**src/payload_fifo_pkg.sv**
```systemverilog
// package: register map, fields, command codes and limits of the payload fifo block
`default_nettype none
package payload_fifo_pkg;
   // ==========================================================
   // register offsets (5-bit register address space)
   localparam logic [4:0] pipe1_rx_width_addr = 5'h12;
   localparam logic [4:0] pipe2_rx_width_addr = 5'h13;
   localparam logic [4:0] pipe3_rx_width_addr = 5'h14;
   localparam logic [4:0] pipe4_rx_width_addr = 5'h15;
   localparam logic [4:0] pipe5_rx_width_addr = 5'h16;
   localparam logic [4:0] payload_fifo_flags_addr = 5'h17;
   // ==========================================================
   // field positions and reset values
   localparam int width_msb = 5;
   localparam logic [5:0] max_payload_bytes = 6'h20;
   localparam int flag_reuse_bit = 6;
   localparam int flag_tx_full_bit = 5;
   localparam int flag_tx_empty_bit = 4;
   localparam int flag_rx_full_bit = 1;
   localparam int flag_rx_empty_bit = 0;
   localparam logic [7:0] width_reset = 8'h00;
   localparam logic [7:0] flags_reset = 8'h11;
   // ==========================================================
   // payload commands
   localparam logic [2:0] cmd_width = 3'h3;
   typedef enum logic [2:0] {
      cmd_none = 3'h0,
      cmd_write_tx = 3'h1,
      cmd_write_ack = 3'h2,
      cmd_reuse = 3'h3,
      cmd_flush_tx = 3'h4,
      cmd_flush_rx = 3'h5,
      cmd_read_rx = 3'h6
   } payload_cmd_t;
   // ==========================================================
   // depths and timing
   localparam int fifo_depth = 3;
   localparam int reuse_ce_ns = 10000;
   localparam int clk_period_ns = 50;
   localparam int reuse_ce_cycles =
      (reuse_ce_ns + clk_period_ns - 1) / clk_period_ns;
endpackage
`default_nettype wire

```
**src/payload_slot_fifo.sv**
```systemverilog
// small payload fifo: slot storage with push, pop, flush and honest flags
`default_nettype none
module payload_slot_fifo
   import payload_fifo_pkg::*;
#(
   parameter int data_w = 256,
   parameter int tag_w = 3,
   parameter int depth = 3
) (
   input wire logic mclk,
   input wire logic srst,
   input wire logic push,
   input wire logic [data_w-1:0] push_data,
   input wire logic [tag_w-1:0] push_tag,
   input wire logic pop,
   input wire logic flush,
   output logic [data_w-1:0] head_data,
   output logic [tag_w-1:0] head_tag,
   output logic full,
   output logic empty
);
   localparam int ptr_w = $clog2(depth);
   logic [data_w-1:0] slot_data [depth];
   logic [tag_w-1:0] slot_tag [depth];
   logic [ptr_w-1:0] wr_ptr, rd_ptr;
   logic [ptr_w:0] count;
   wire do_push = push && (count != depth[ptr_w:0]);
   wire do_pop = pop && (count != '0);

   function automatic logic [ptr_w-1:0] bump(input logic [ptr_w-1:0] p);
      bump = (p == ptr_w'(depth - 1)) ? '0 : ptr_w'(p + 1'b1);
   endfunction

   // ==========================================================
   // storage
   always_ff @(posedge mclk) begin
      if (do_push) begin
         slot_data[wr_ptr] <= push_data;
         slot_tag[wr_ptr] <= push_tag;
      end
   end

   // ==========================================================
   // pointers; flush wins over a push in the same cycle
   always_ff @(posedge mclk) begin
      if (srst || flush) begin
         wr_ptr <= '0;
         rd_ptr <= '0;
         count <= '0;
      end else begin
         if (do_push) wr_ptr <= bump(wr_ptr);
         if (do_pop) rd_ptr <= bump(rd_ptr);
         if (do_push && !do_pop) count <= count + 1'b1;
         else if (do_pop && !do_push) count <= count - 1'b1;
      end
   end

   assign head_data = slot_data[rd_ptr];
   assign head_tag = slot_tag[rd_ptr];
   assign full = (count == depth[ptr_w:0]);
   assign empty = (count == '0);
endmodule
`default_nettype wire

```
**src/reuse_ce_timer.sv**
```systemverilog
// counts how long chip enable is held high while payload reuse is active
`default_nettype none
module reuse_ce_timer
   import payload_fifo_pkg::*;
#(
   parameter int hold_cycles = reuse_ce_cycles
) (
   input wire logic mclk,
   input wire logic srst,
   input wire logic armed,
   input wire logic ce_level,
   output logic fire
);
   localparam int cnt_w = $clog2(hold_cycles + 1);
   logic [cnt_w-1:0] count;
   logic done;
   // one pulse per stretch with both armed and chip enable high, once the hold time is met
   always_ff @(posedge mclk) begin
      if (srst || !armed || !ce_level) begin
         count <= '0;
         done <= 1'b0;
         fire <= 1'b0;
      end else begin
         fire <= 1'b0;
         if (!done && count == cnt_w'(hold_cycles - 1)) begin
            done <= 1'b1;
            fire <= 1'b1;
         end else if (!done) begin
            count <= count + 1'b1;
         end
      end
   end
endmodule
`default_nettype wire

```
**src/radio_payload_fifo_status.sv**
```systemverilog
// payload width registers, fifo status and payload queues of the radio
// ============================================================
// Notes on behaviour
// - pipes one to five hold six-bit widths
// - reuse command sets reuse status bit six
// - tx full bit five, empty bit four
// - rx full bit one, empty bit zero
// - ack payloads via pipe-tagged command, receiver only
// - at most three ack payloads pending
// - same-pipe ack payloads leave in order
// - tx payloads by command only, unreadable
// - tx fifo three deep, transmitter only
// - ack payloads need feature enable bit
// - all pipes share one three-level rx fifo
`default_nettype none
module radio_payload_fifo_status
   import payload_fifo_pkg::*;
#(
   parameter int payload_w = 256,
   parameter int depth = fifo_depth,
   parameter int reuse_hold_cycles = reuse_ce_cycles
) (
   input wire logic mclk,
   input wire logic srst,
   // register port from the command decoder
   input wire logic reg_wr,
   input wire logic reg_rd,
   input wire logic [4:0] reg_addr,
   input wire logic [7:0] reg_wdata,
   output logic [7:0] reg_rdata,
   output logic reg_rvalid,
   // payload command port
   input wire logic cmd_valid,
   input wire logic [cmd_width-1:0] cmd_code,
   input wire logic [2:0] target_pipe_number,
   input wire logic [payload_w-1:0] cmd_payload,
   input wire logic [5:0] cmd_length,
   output logic cmd_refused,
   output logic [payload_w-1:0] receive_payload_queue,
   output logic [2:0] rx_pipe_out,
   output logic rx_payload_valid,
   // radio side
   input wire logic primary_transmitter_role,
   input wire logic ack_payload_enable,
   input wire logic chip_enable,
   input wire logic tx_take,
   input wire logic ack_take,
   input wire logic rx_store,
   input wire logic [2:0] rx_store_pipe,
   input wire logic [payload_w-1:0] rx_store_data,
   output logic [payload_w-1:0] tx_head,
   output logic tx_head_valid,
   output logic tx_resend,
   output logic [payload_w-1:0] ack_head,
   output logic [2:0] ack_head_pipe,
   output logic ack_head_valid
);
   // ==========================================================
   // chip enable pin synchroniser
   logic ce_s1, ce_s2, ce_s3, ce_level;
   always_ff @(posedge mclk) begin
      ce_s1 <= chip_enable;
      ce_s2 <= ce_s1;
      ce_s3 <= ce_s2;
   end
   always_ff @(posedge mclk) begin
      if (srst) ce_level <= 1'b0;
      else if (ce_s2 == ce_s3) ce_level <= ce_s3;
   end

   // ==========================================================
   // command decode
   wire length_ok = (cmd_length != 6'h00) &&
      (cmd_length <= max_payload_bytes);
   wire is_tx_wr = cmd_valid && cmd_code == cmd_write_tx;
   wire is_ack_wr = cmd_valid && cmd_code == cmd_write_ack;
   wire is_reuse = cmd_valid && cmd_code == cmd_reuse;
   wire is_flush_tx = cmd_valid && cmd_code == cmd_flush_tx;
   wire is_flush_rx = cmd_valid && cmd_code == cmd_flush_rx;
   wire is_read_rx = cmd_valid && cmd_code == cmd_read_rx;
   wire pipe_ok = target_pipe_number <= 3'h5;
   wire tx_full, tx_empty, ack_full, ack_empty, rx_full, rx_empty;
   // declared here because the tx pop gate below already reads it
   logic reuse_active;
   // tx queue only in transmitter role, length one to 32 bytes
   wire tx_push = is_tx_wr && primary_transmitter_role &&
      length_ok && !tx_full;
   // ack queue: receiver role, feature enabled, pipe tagged
   wire ack_push = is_ack_wr && !primary_transmitter_role &&
      ack_payload_enable && pipe_ok && length_ok &&
      !ack_full;
   wire rx_pop = is_read_rx && !rx_empty;
   wire accepted = tx_push || ack_push || is_reuse || is_flush_tx ||
      is_flush_rx || rx_pop;
   wire tx_pop = tx_take && primary_transmitter_role && !reuse_active;
   wire ack_pop = ack_take && !primary_transmitter_role;

   // ==========================================================
   // payload queues
   logic [payload_w-1:0] tx_head_q;
   logic [payload_w-1:0] ack_head_q;
   logic [payload_w-1:0] rx_head_data;
   logic [2:0] rx_head_pipe;
   logic [2:0] ack_tag;

   payload_slot_fifo #(.data_w(payload_w), .tag_w(1), .depth(depth))
   tx_q (
      .mclk(mclk),
      .srst(srst),
      .push(tx_push),
      .push_data(cmd_payload),
      .push_tag(1'b0),
      .pop(tx_pop),
      .flush(is_flush_tx),
      .head_data(tx_head_q),
      .head_tag(),
      .full(tx_full),
      .empty(tx_empty)
   );

   // one queue in arrival order keeps same-pipe payloads ordered
   payload_slot_fifo #(.data_w(payload_w), .tag_w(3), .depth(depth))
   ack_q (
      .mclk(mclk),
      .srst(srst),
      .push(ack_push),
      .push_data(cmd_payload),
      .push_tag(target_pipe_number),
      .pop(ack_pop),
      .flush(1'b0),
      .head_data(ack_head_q),
      .head_tag(ack_tag),
      .full(ack_full),
      .empty(ack_empty)
   );

   payload_slot_fifo #(.data_w(payload_w), .tag_w(3), .depth(depth))
   rx_q (
      .mclk(mclk),
      .srst(srst),
      .push(rx_store),
      .push_data(rx_store_data),
      .push_tag(rx_store_pipe),
      .pop(rx_pop),
      .flush(is_flush_rx),
      .head_data(rx_head_data),
      .head_tag(rx_head_pipe),
      .full(rx_full),
      .empty(rx_empty)
   );

   // ==========================================================
   // queue heads, registered so every output leaves a flip-flop
   // the radio sees a new head one cycle after the fifo moves; a take
   // against a stale valid is harmless because each fifo gates its
   // own pop on its occupancy count
   // empty queues show zero rather than whatever a slot last held
   always_ff @(posedge mclk) begin
      if (srst) begin
         tx_head <= '0;
         tx_head_valid <= 1'b0;
         ack_head <= '0;
         ack_head_pipe <= 3'h0;
         ack_head_valid <= 1'b0;
      end else begin
         tx_head <= tx_empty ? '0 : tx_head_q;
         tx_head_valid <= !tx_empty;
         ack_head <= ack_empty ? '0 : ack_head_q;
         ack_head_pipe <= ack_empty ? 3'h0 : ack_tag;
         ack_head_valid <= !ack_empty;
      end
   end

   // ==========================================================
   // payload reuse
   logic next_reuse;
   // set wins when reuse and a clearing command could coincide;
   // only one command per cycle, so they never do
   assign next_reuse = is_reuse ? 1'b1 :
      (tx_push || is_flush_tx) ? 1'b0 : reuse_active;
   always_ff @(posedge mclk) begin
      if (srst) reuse_active <= 1'b0;
      else reuse_active <= next_reuse;
   end

   // resend only after chip enable was held for the full time
   reuse_ce_timer #(.hold_cycles(reuse_hold_cycles)) ce_timer (
      .mclk(mclk),
      .srst(srst),
      .armed(reuse_active && primary_transmitter_role && !tx_empty),
      .ce_level(ce_level),
      .fire(tx_resend)
   );

   // ==========================================================
   // width registers, pipes one to five
   logic [5:0] pipe_width [5];
   wire [2:0] wr_idx = 3'(reg_addr - pipe1_rx_width_addr);
   wire width_hit = reg_addr >= pipe1_rx_width_addr &&
      reg_addr <= pipe5_rx_width_addr;
   always_ff @(posedge mclk) begin
      if (srst) begin
         for (int i = 0; i < 5; i++) pipe_width[i] <= width_reset[5:0];
      end else if (reg_wr && width_hit) begin
         // reserved bits 7:6 are not stored and read back as zero
         pipe_width[wr_idx] <= reg_wdata[width_msb:0];
      end
   end

   // ==========================================================
   // status flags, registered one cycle after the fifo changes
   logic [7:0] fifo_flags;
   wire [7:0] next_flags = {1'b0, reuse_active, tx_full, tx_empty,
      2'b00, rx_full, rx_empty};
   always_ff @(posedge mclk) begin
      if (srst) fifo_flags <= flags_reset;
      else fifo_flags <= next_flags;
   end

   // ==========================================================
   // register read; payload queues are not in the register map
   wire [7:0] width_rd = {2'b00, pipe_width[wr_idx]};
   wire [7:0] rd_mux = width_hit ? width_rd :
      (reg_addr == payload_fifo_flags_addr) ? fifo_flags :
      8'h00;
   always_ff @(posedge mclk) begin
      if (srst) begin
         reg_rdata <= 8'h00;
         reg_rvalid <= 1'b0;
      end else begin
         reg_rvalid <= reg_rd;
         if (reg_rd) reg_rdata <= rd_mux;
      end
   end

   // ==========================================================
   // command answers and receive payload output
   always_ff @(posedge mclk) begin
      if (srst) begin
         cmd_refused <= 1'b0;
         rx_payload_valid <= 1'b0;
         receive_payload_queue <= '0;
         rx_pipe_out <= 3'h7;
      end else begin
         cmd_refused <= cmd_valid && !accepted;
         rx_payload_valid <= rx_pop;
         if (rx_pop) begin
            receive_payload_queue <= rx_head_data;
            rx_pipe_out <= rx_head_pipe;
         end
      end
   end
endmodule
`default_nettype wire

```
**config.mk**
```make
export PLATFORM = sky130hd
export DESIGN_NAME = radio_payload_fifo_status
export DESIGN_NICKNAME = d
export VERILOG_FILES = /design/src/payload_fifo_pkg.sv /design/src/payload_slot_fifo.sv /design/src/reuse_ce_timer.sv /design/src/radio_payload_fifo_status.sv
export SDC_FILE = /design/constraint.sdc
export NUM_CORES = 2
export LEC_CHECK = 0
export BUFFER_PORTS_ARGS = -buffer_cell sky130_fd_sc_hd__buf_2
export CAP_MARGIN = 5
export CORE_AREA = 2 2 524 526
export DETAILED_ROUTE_END_ITERATION = 8
export DIE_AREA = 0 0 526 528
export HOLD_SLACK_MARGIN = 0.12
export SLEW_MARGIN = 30
export SYNTH_ARGS = -nofsm -noshare
export SYNTH_HDL_FRONTEND = slang
export SYNTH_SLANG_ARGS = --single-unit
```
**constraint.sdc**
```tcl
create_clock -name mclk -period 35.7 [get_ports mclk]
set_input_delay 3.57 -clock mclk [delete_from_list [all_inputs] [get_ports mclk]]
set_output_delay 3.57 -clock mclk [all_outputs]
set_load 0.02 [all_outputs]
```
* Yosys cells after proc, flatten, opt, wreduce, memory -nomap -nowiden
Memories as Yosys holds them, arrays and structs flattened. A register that Yosys moved wholly into a read port is not among the register bits.
Cells that the tools add are included.
** Storage, ports and cells
- Register bits after elaboration :: 57
- Bits in latches :: 0
- RAM bits :: 2352
- ROM bits :: 0
- Bits of input ports :: 551
- Word-level logic and storage cells :: 182
- Memories kept :: 6
** Memories
- ack_q.slot_data :: depth 3, width 256, read ports 1, clocked after Yosys merged registers in 1, wr ports 1, line payload_slot_fifo.sv:23 : logic [data_w-1:0] slot_data [depth];
- rx_q.slot_data :: depth 3, width 256, read ports 1, clocked after Yosys merged registers in 1, wr ports 1, line payload_slot_fifo.sv:23
- tx_q.slot_data :: depth 3, width 256, read ports 1, clocked after Yosys merged registers in 1, wr ports 1, line payload_slot_fifo.sv:23
- pipe_width :: depth 5, width 6, read ports 1, clocked after Yosys merged registers in 0, wr ports 5, line radio_payload_fifo_status.sv:197 : logic [5:0] pipe_width [5];
- ack_q.slot_tag :: depth 3, width 3, read ports 1, clocked after Yosys merged registers in 1, wr ports 1, line payload_slot_fifo.sv:24 : logic [tag_w-1:0] slot_tag [depth];
- rx_q.slot_tag :: depth 3, width 3, read ports 1, clocked after Yosys merged registers in 1, wr ports 1, line payload_slot_fifo.sv:24
** Operators by class
- Add/sub/neg operators :: 14
- Multiply operators :: 0
- Divide/modulo/power cells :: 0
- Order comparisons :: 4
- Equality and inequality tests :: 21
- Shift operators :: 0
- Mux-type cells :: 31
- Bitwise logic cells :: 2
- Reductions and logical operators :: 79
** Operator list (count)
- logical AND 1 bit :: 37
- two-way mux 3 bit :: 7
- logical NOT 1 bit :: 17
- two-way mux 8 bit :: 2
- equality test 3 x 2 -> 1 bit, second input constant :: 5
- two-way mux 1 bit :: 15
- adder 2 x 1 -> 2 bit, second input constant :: 6
- equality test 2 bit, second input constant :: 6
- two-way mux 2 bit :: 6
- logical OR 1 bit :: 10
- adder 3 x 1 -> 3 bit, second input constant :: 3
- equality test 3 bit, second input constant :: 3
- logical NOT 3 bit :: 3
- != test 3 x 2 -> 1 bit, second input constant :: 3
- nonzero test 3 bit :: 3
- subtractor 3 x 1 -> 3 bit, second input constant :: 3
- adder 8 x 1 -> 8 bit, second input constant :: 1
- equality test 8 bit, second input constant :: 1
- nonzero test 2 bit :: 4
- less-or-equal comparator 6 bit, second input constant :: 1
- two-way mux 6 bit :: 1
- nonzero test 6 bit :: 1
- OR reduction 6 bit :: 1
- equality test 5 bit, second input constant :: 1
- 9 further kinds :: 11

* Longest topological paths before layout
- Depth after elaboration :: 14
- Gate-level depth with buffers :: 11
- Gate-level depth less buffers :: 11

* Hierarchy
A second synthesis with hierarchy kept.
** Second synthesis, totals
- Cell total of the unflattened synthesis :: 7551
- Area total of the unflattened synthesis :: 113278.6 um^2
** Modules (own cells, without submodules)
- payload_slot_fifo at ack_q :: instances 1, cells an instance 1685, area each 29099.2 um^2
- payload_slot_fifo at rx_q :: instances 1, cells an instance 1685, area each 29066.6 um^2
- payload_slot_fifo at tx_q :: instances 1, cells an instance 1672, area each 28827.6 um^2
- radio_payload_fifo_status :: instances 1, cells an instance 2458, area each 25796.0 um^2
- reuse_ce_timer :: instances 1, cells an instance 51, area each 489.2 um^2

* Least setup slack after synthesis
OpenSTA, ideal clock, no wires.
- Path kind :: input -> register
- From :: input port cmd_length[0]
- To :: memory ack_q.slot_data[2][0], enable pin
- Library setup time :: 1.248 ns
- Arrival time :: 23.323 ns
- Required time :: 34.452 ns
- Setup slack :: 11.129 ns
- Cell stages on the path :: 5
- Path through :: or4_4 nor2_4 xor2_4 or2_2 nor3b_1
** Between the ends
- Cells in the longest elaborated chain, start to end :: 7
- Elaborated cells between the ends (all ways) :: 8
- Those cells by class :: order compare: 1; mux: 2; reduce/logical: 5
** Ends and longest elaborated chain
- start: declaration :: line radio_payload_fifo_status.sv:37 : input wire logic [5:0] cmd_length,
- less-or-equal comparator 6 bit / nonzero test 6 bit (equally long branches) :: line radio_payload_fifo_status.sv:74, radio_payload_fifo_status.sv:73
- logical AND 1 bit (*) :: line radio_payload_fifo_status.sv:73 : wire length_ok = (cmd_length != 6'h00) &&
- logical AND 1 bit (*) (2 in a row) :: line radio_payload_fifo_status.sv:90 : ack_payload_enable && pipe_ok && length_ok &&
- logical AND 1 bit (*) :: line payload_slot_fifo.sv:27 : wire do_push = push && (count != depth[ptr_w:0]);
- two-way mux 1 bit (*) :: line payload_slot_fifo.sv:37 : if (do_push) begin
- two-way mux 1 bit (implied by the code) (*) :: line payload_slot_fifo.sv:38 : slot_data[wr_ptr] <= push_data;
- end: declaration :: line payload_slot_fifo.sv:23
Every way passes the cells marked *; elsewhere a longest branch is shown, timed or not.

* Worst setup path in the final report
- From :: input port cmd_length[0]
- To :: memory ack_q.slot_data[2][184], enable pin
Same word-level chain as after synthesis.

==> summary.md <==
| Metric | Value |
|---|---|
| Pre-CTS setup slack | 26.69 ns |
| Slowest cell delay on critical path | 0.88 ns |
| Fin Hold WS | 0.3450 ns |
| Slowest cell on crit path | buf_4 |
| CTS Buf Count | 332 |
| Dpl cells | 12080 |
| Storage cell area | 87750 µm² |
| Vias/cell | 5.073 |
| Cell-internal power | 6.218 mW |
| First-pass GRT wire length | 431900 µm |
| Cell repeated most along the worst path | buf_4 |
| Main combinational cell family by area after synthesis | multiplexers |
| Crit end category | flop |
| Yosys reg bits | 3197 |
| Setup slack after layout | 27.58 ns |
| Gr ovfl total | 0 |
| CP startpoint | cmd_length[0] |
| Post-CTS Resized | 0 |
| Final net count | 9384 |
| Dominant synthesized flop cell | edfxtp_1 |
| Buf/Inv on CP | 5 |
| Worst path depth | 10 |
| Sw power | 1.724 mW |
| Crit-path max FO | 105 |
| Hold depth | 0 |
| Sequential power share | 0.518 |
| Unrepaired setup endpoints after global routing | false |
| Multiplexer area fraction after synthesis | 0.07312 |
| Rel. slew slack | 0.2108 |
| Util after Layout | 0.4874 |
| Sequential fraction of the synthesis area | 0.7901 |
| Asr flop ratio synth | 0 |
| Status | completed |
| Post-synthesis simple-gate area fraction | 0.06889 |
| Synth Instances | 7480 |
| Fmax | 123.2 MHz |
| Multi-input gate area | 21590 µm² |
| Mapped Avg Cell Area | 14.84 µm² |
| Die Width | 526 µm |
| Leakage | 46.76 nW |
| Tcrit/Tclk final | 0.2273 |
| Adder-cell area share of the yosys netlist | 0.001555 |
| Crit start category | input port |
| Final Cell Area | 132800 µm² |
| Synth Area in XOR/XNOR | 0.001273 |
| Crit path max-delay family | buffers and inverters |
| Endpoints failing setup | 0 |
| Layout cells sized above 1 | 0.2164 |
| Most frequent cells in the layout | 2370 x edfxtp_1, 1334 x buf_2, 1065 x nor2_1, 821 x dfxtp_1, 791 x a21oi_1 |
| Ports | 1339 |
| Mapped Area | 111000 µm² |
| Syn. warnings | 0 |
| Clock latency on the worst-skew pair | 0.92 ns |
| Crit path time final | 8.116 ns |
| VDD IR max | 0.04717 mV |
| Fill count | 23320 |
| Die height | 528 µm |
| Critical Path AT | 8.57 ns |
| Power per cell area | 59.81 nW/µm² |
| Combinational share of power | 0.043 |
| Initial Util | 0.4075 |
| Clock buffer depth | 4 |
| Compound-Gate Fraction of Synth Area | 0.04899 |
| Reg2reg setup slack | 30.65 ns |
| Worst hold start | ce_s1 |
| Final Hold Fails | 0 |
| Cell Rows | 192 |
| Pwr Total | 7.942 mW |
| CP endpoint | ack_q.slot_data[2][184] |
| Vias in the first global route | 62180 |
| Clock power share | 0.439 |
| Starting DRT DRC Count | 4886 |
| Core area | 272400 µm² |
| Tightest Hold Check Type | reg -> reg |
| Most common cell after layout, fill and taps aside | edfxtp_1 |
| TNS Setup | 0 ns |
| Detailed Place HPWL | 189500 µm |
| Hold Buf Count CTS | 0 |
| R2R Path End | ack_q.slot_data[2][184] |
| Antenna viol nets, final | 0 |
| TritonCTS clock tree | yes |
| Reg2Reg Depth | 8 |
| DR WL/cell | 23.87 µm |
| Worst EP required | 36.16 ns |
| H-tree depth | 5 |
| Worst R2R Start | ack_q.count[0] |
| Sw Share | 0.2171 |
| Sink Count | 3197 |
| Reg clk slew, reported paths | 0.05 ns |
| Number of synthesized flops with an enable pin | 2370 |
| Routed vias | 64710 |
| Non-Filler Instances | 12760 |
| GR Util All Layers | 0.2107 |
| Synth cell types | 52 |
| Placed cell area | 121500 µm² |
| DRC viols | 0 |
| Area Growth Syn to Fin | 19.60% |
| CP Cell Sequence | buf_2, or4_4, nor2_4, xor2_4, or2_2, nor3b_2, buf_4, buf_4, buf_12, buf_4 |
| Critical path class | in -> reg |
| Clock root buffer | clkbuf_16 |
| Worst-Margin Slew | 1.184 ns |
| Post-CTS repair timing setup buffer count | 0 |
| Max-cap viol count | 0 |
| Max-slew violations | 0 |
| Die area | 277700 µm² |
| Drt pass-1 iters | 5 |
| I/O Buffers | 1335 |
| Worst Skew | 0.08234 ns |
| Antenna violations before repair | 175 |
| RD Place Congestion | 0.8215 |
| Largest net degree at the start of global routing | 189 |
| Total wire length | 304500 µm |
layer usage:
metal  GRT usage  routed length, µm
met5           0                544
met4     0.06439               9477
met3     0.07341              30270
met2      0.3474             145200
met1      0.2600             119000
how the worst min path moves through the flow:
stage,to,slack [ns]
3_3_place_gp,ce_s2,0.32
3_5_place_dp,ce_s2,0.32
6_report,ce_s2,0.34
5_1_grt,ce_s2,0.36
4_1_cts,ce_s2,0.34
2_1_floorplan,ce_s2,0.31
kinds of logic (layout without fill, tap and decap cells):
logic type / count (synthesis) / count (layout)
xor+xnor: 14 / 14
buf+inv: 432 / 2053
other cells: 1 / 68
flops: 3197 / 3197
simple gates: 1952 / 1952
compound gates: 1076 / 1076
fa+ha+maj: 12 / 12
mux: 796 / 796
worst reg2reg max path: stages, from the launching register on:
cell and delay (ns):
dfxtp_1 0.36, nand2_1 0.08, o2111ai_1 0.17, or2_2 0.40, nor3b_2 0.16, buf_4 0.69, buf_4 0.94, buf_12 0.61
buf_4 1.17
cell type report:
cell class / count / area share
Antenna cell: 61 / 0.001150
Clock buffer: 467 / 0.07033
Clock inverter: 153 / 0.01383
Inverter: 21 / 0.0008763
Multi-Input combinational cell: 3857 / 0.1626
Sequential cell: 3197 / 0.6608
Tap cell: 3589 / 0.03382
Timing Repair Buffer: 1412 / 0.05664
flip-flops by register name (all words and copies together), names as in the netlist, 3 cells and up:
register	flops
ack_head	256
ack_head_pipe	3
ack_q.count	3
ack_q.slot_data	768
ack_q.slot_tag	9
ce_timer.count	8
fifo_flags	5
pipe_width	48
receive_payload_queue	256
reg_rdata	7
rx_pipe_out	3
rx_q.count	3
rx_q.slot_data	768
rx_q.slot_tag	9
tx_head	256
tx_q.count	3
tx_q.slot_data	768
cell usage after synthesis, types with 3 or more instances:
cell / instances / area share
nor2_1: 1066 / 0.036
buf_1: 32 / 0.0011
o21ai_0: 271 / 0.012
and3_1: 4 / 0.00023
xnor2_1: 5 / 0.00039
clkbuf_1: 262 / 0.0089
nor2b_1: 4 / 0.00023
xor2_1: 8 / 0.00063
a21oi_1: 791 / 0.036
nand4_1: 3 / 0.00017
and2_1: 31 / 0.0017
or4_1: 3 / 0.00020
a211o_1: 4 / 0.00032
or3_1: 3 / 0.00017
inv_1: 18 / 0.00061
nor3_1: 8 / 0.00036
nand2_1: 783 / 0.026
nand3b_1: 5 / 0.00034
mux4_2: 12 / 0.0024
nand2b_1: 3 / 0.00017
buf_2: 115 / 0.0052
fa_1: 3 / 0.00054
a22oi_1: 4 / 0.00027
ha_1: 9 / 0.0010
edfxtp_1: 2370 / 0.64
nand3_1: 7 / 0.00032
or2_2: 8 / 0.00045
nor4_1: 4 / 0.00023
dfxtp_1: 827 / 0.15
mux2i_1: 784 / 0.071
nor3b_1: 7 / 0.00047
power groups by stage:
stage	Sequential, mW	Clock (mW)	Combinational (mW)
3_3_place_gp	4.19	0	0.335
6_report	4.11	3.49	0.339
2_1_floorplan	4.24	0	0.140
5_1_grt	4.12	3.70	0.367
3_5_place_dp	4.19	0	0.343
4_1_cts	4.11	3.55	0.344
(Power assumes the default switching activity.)
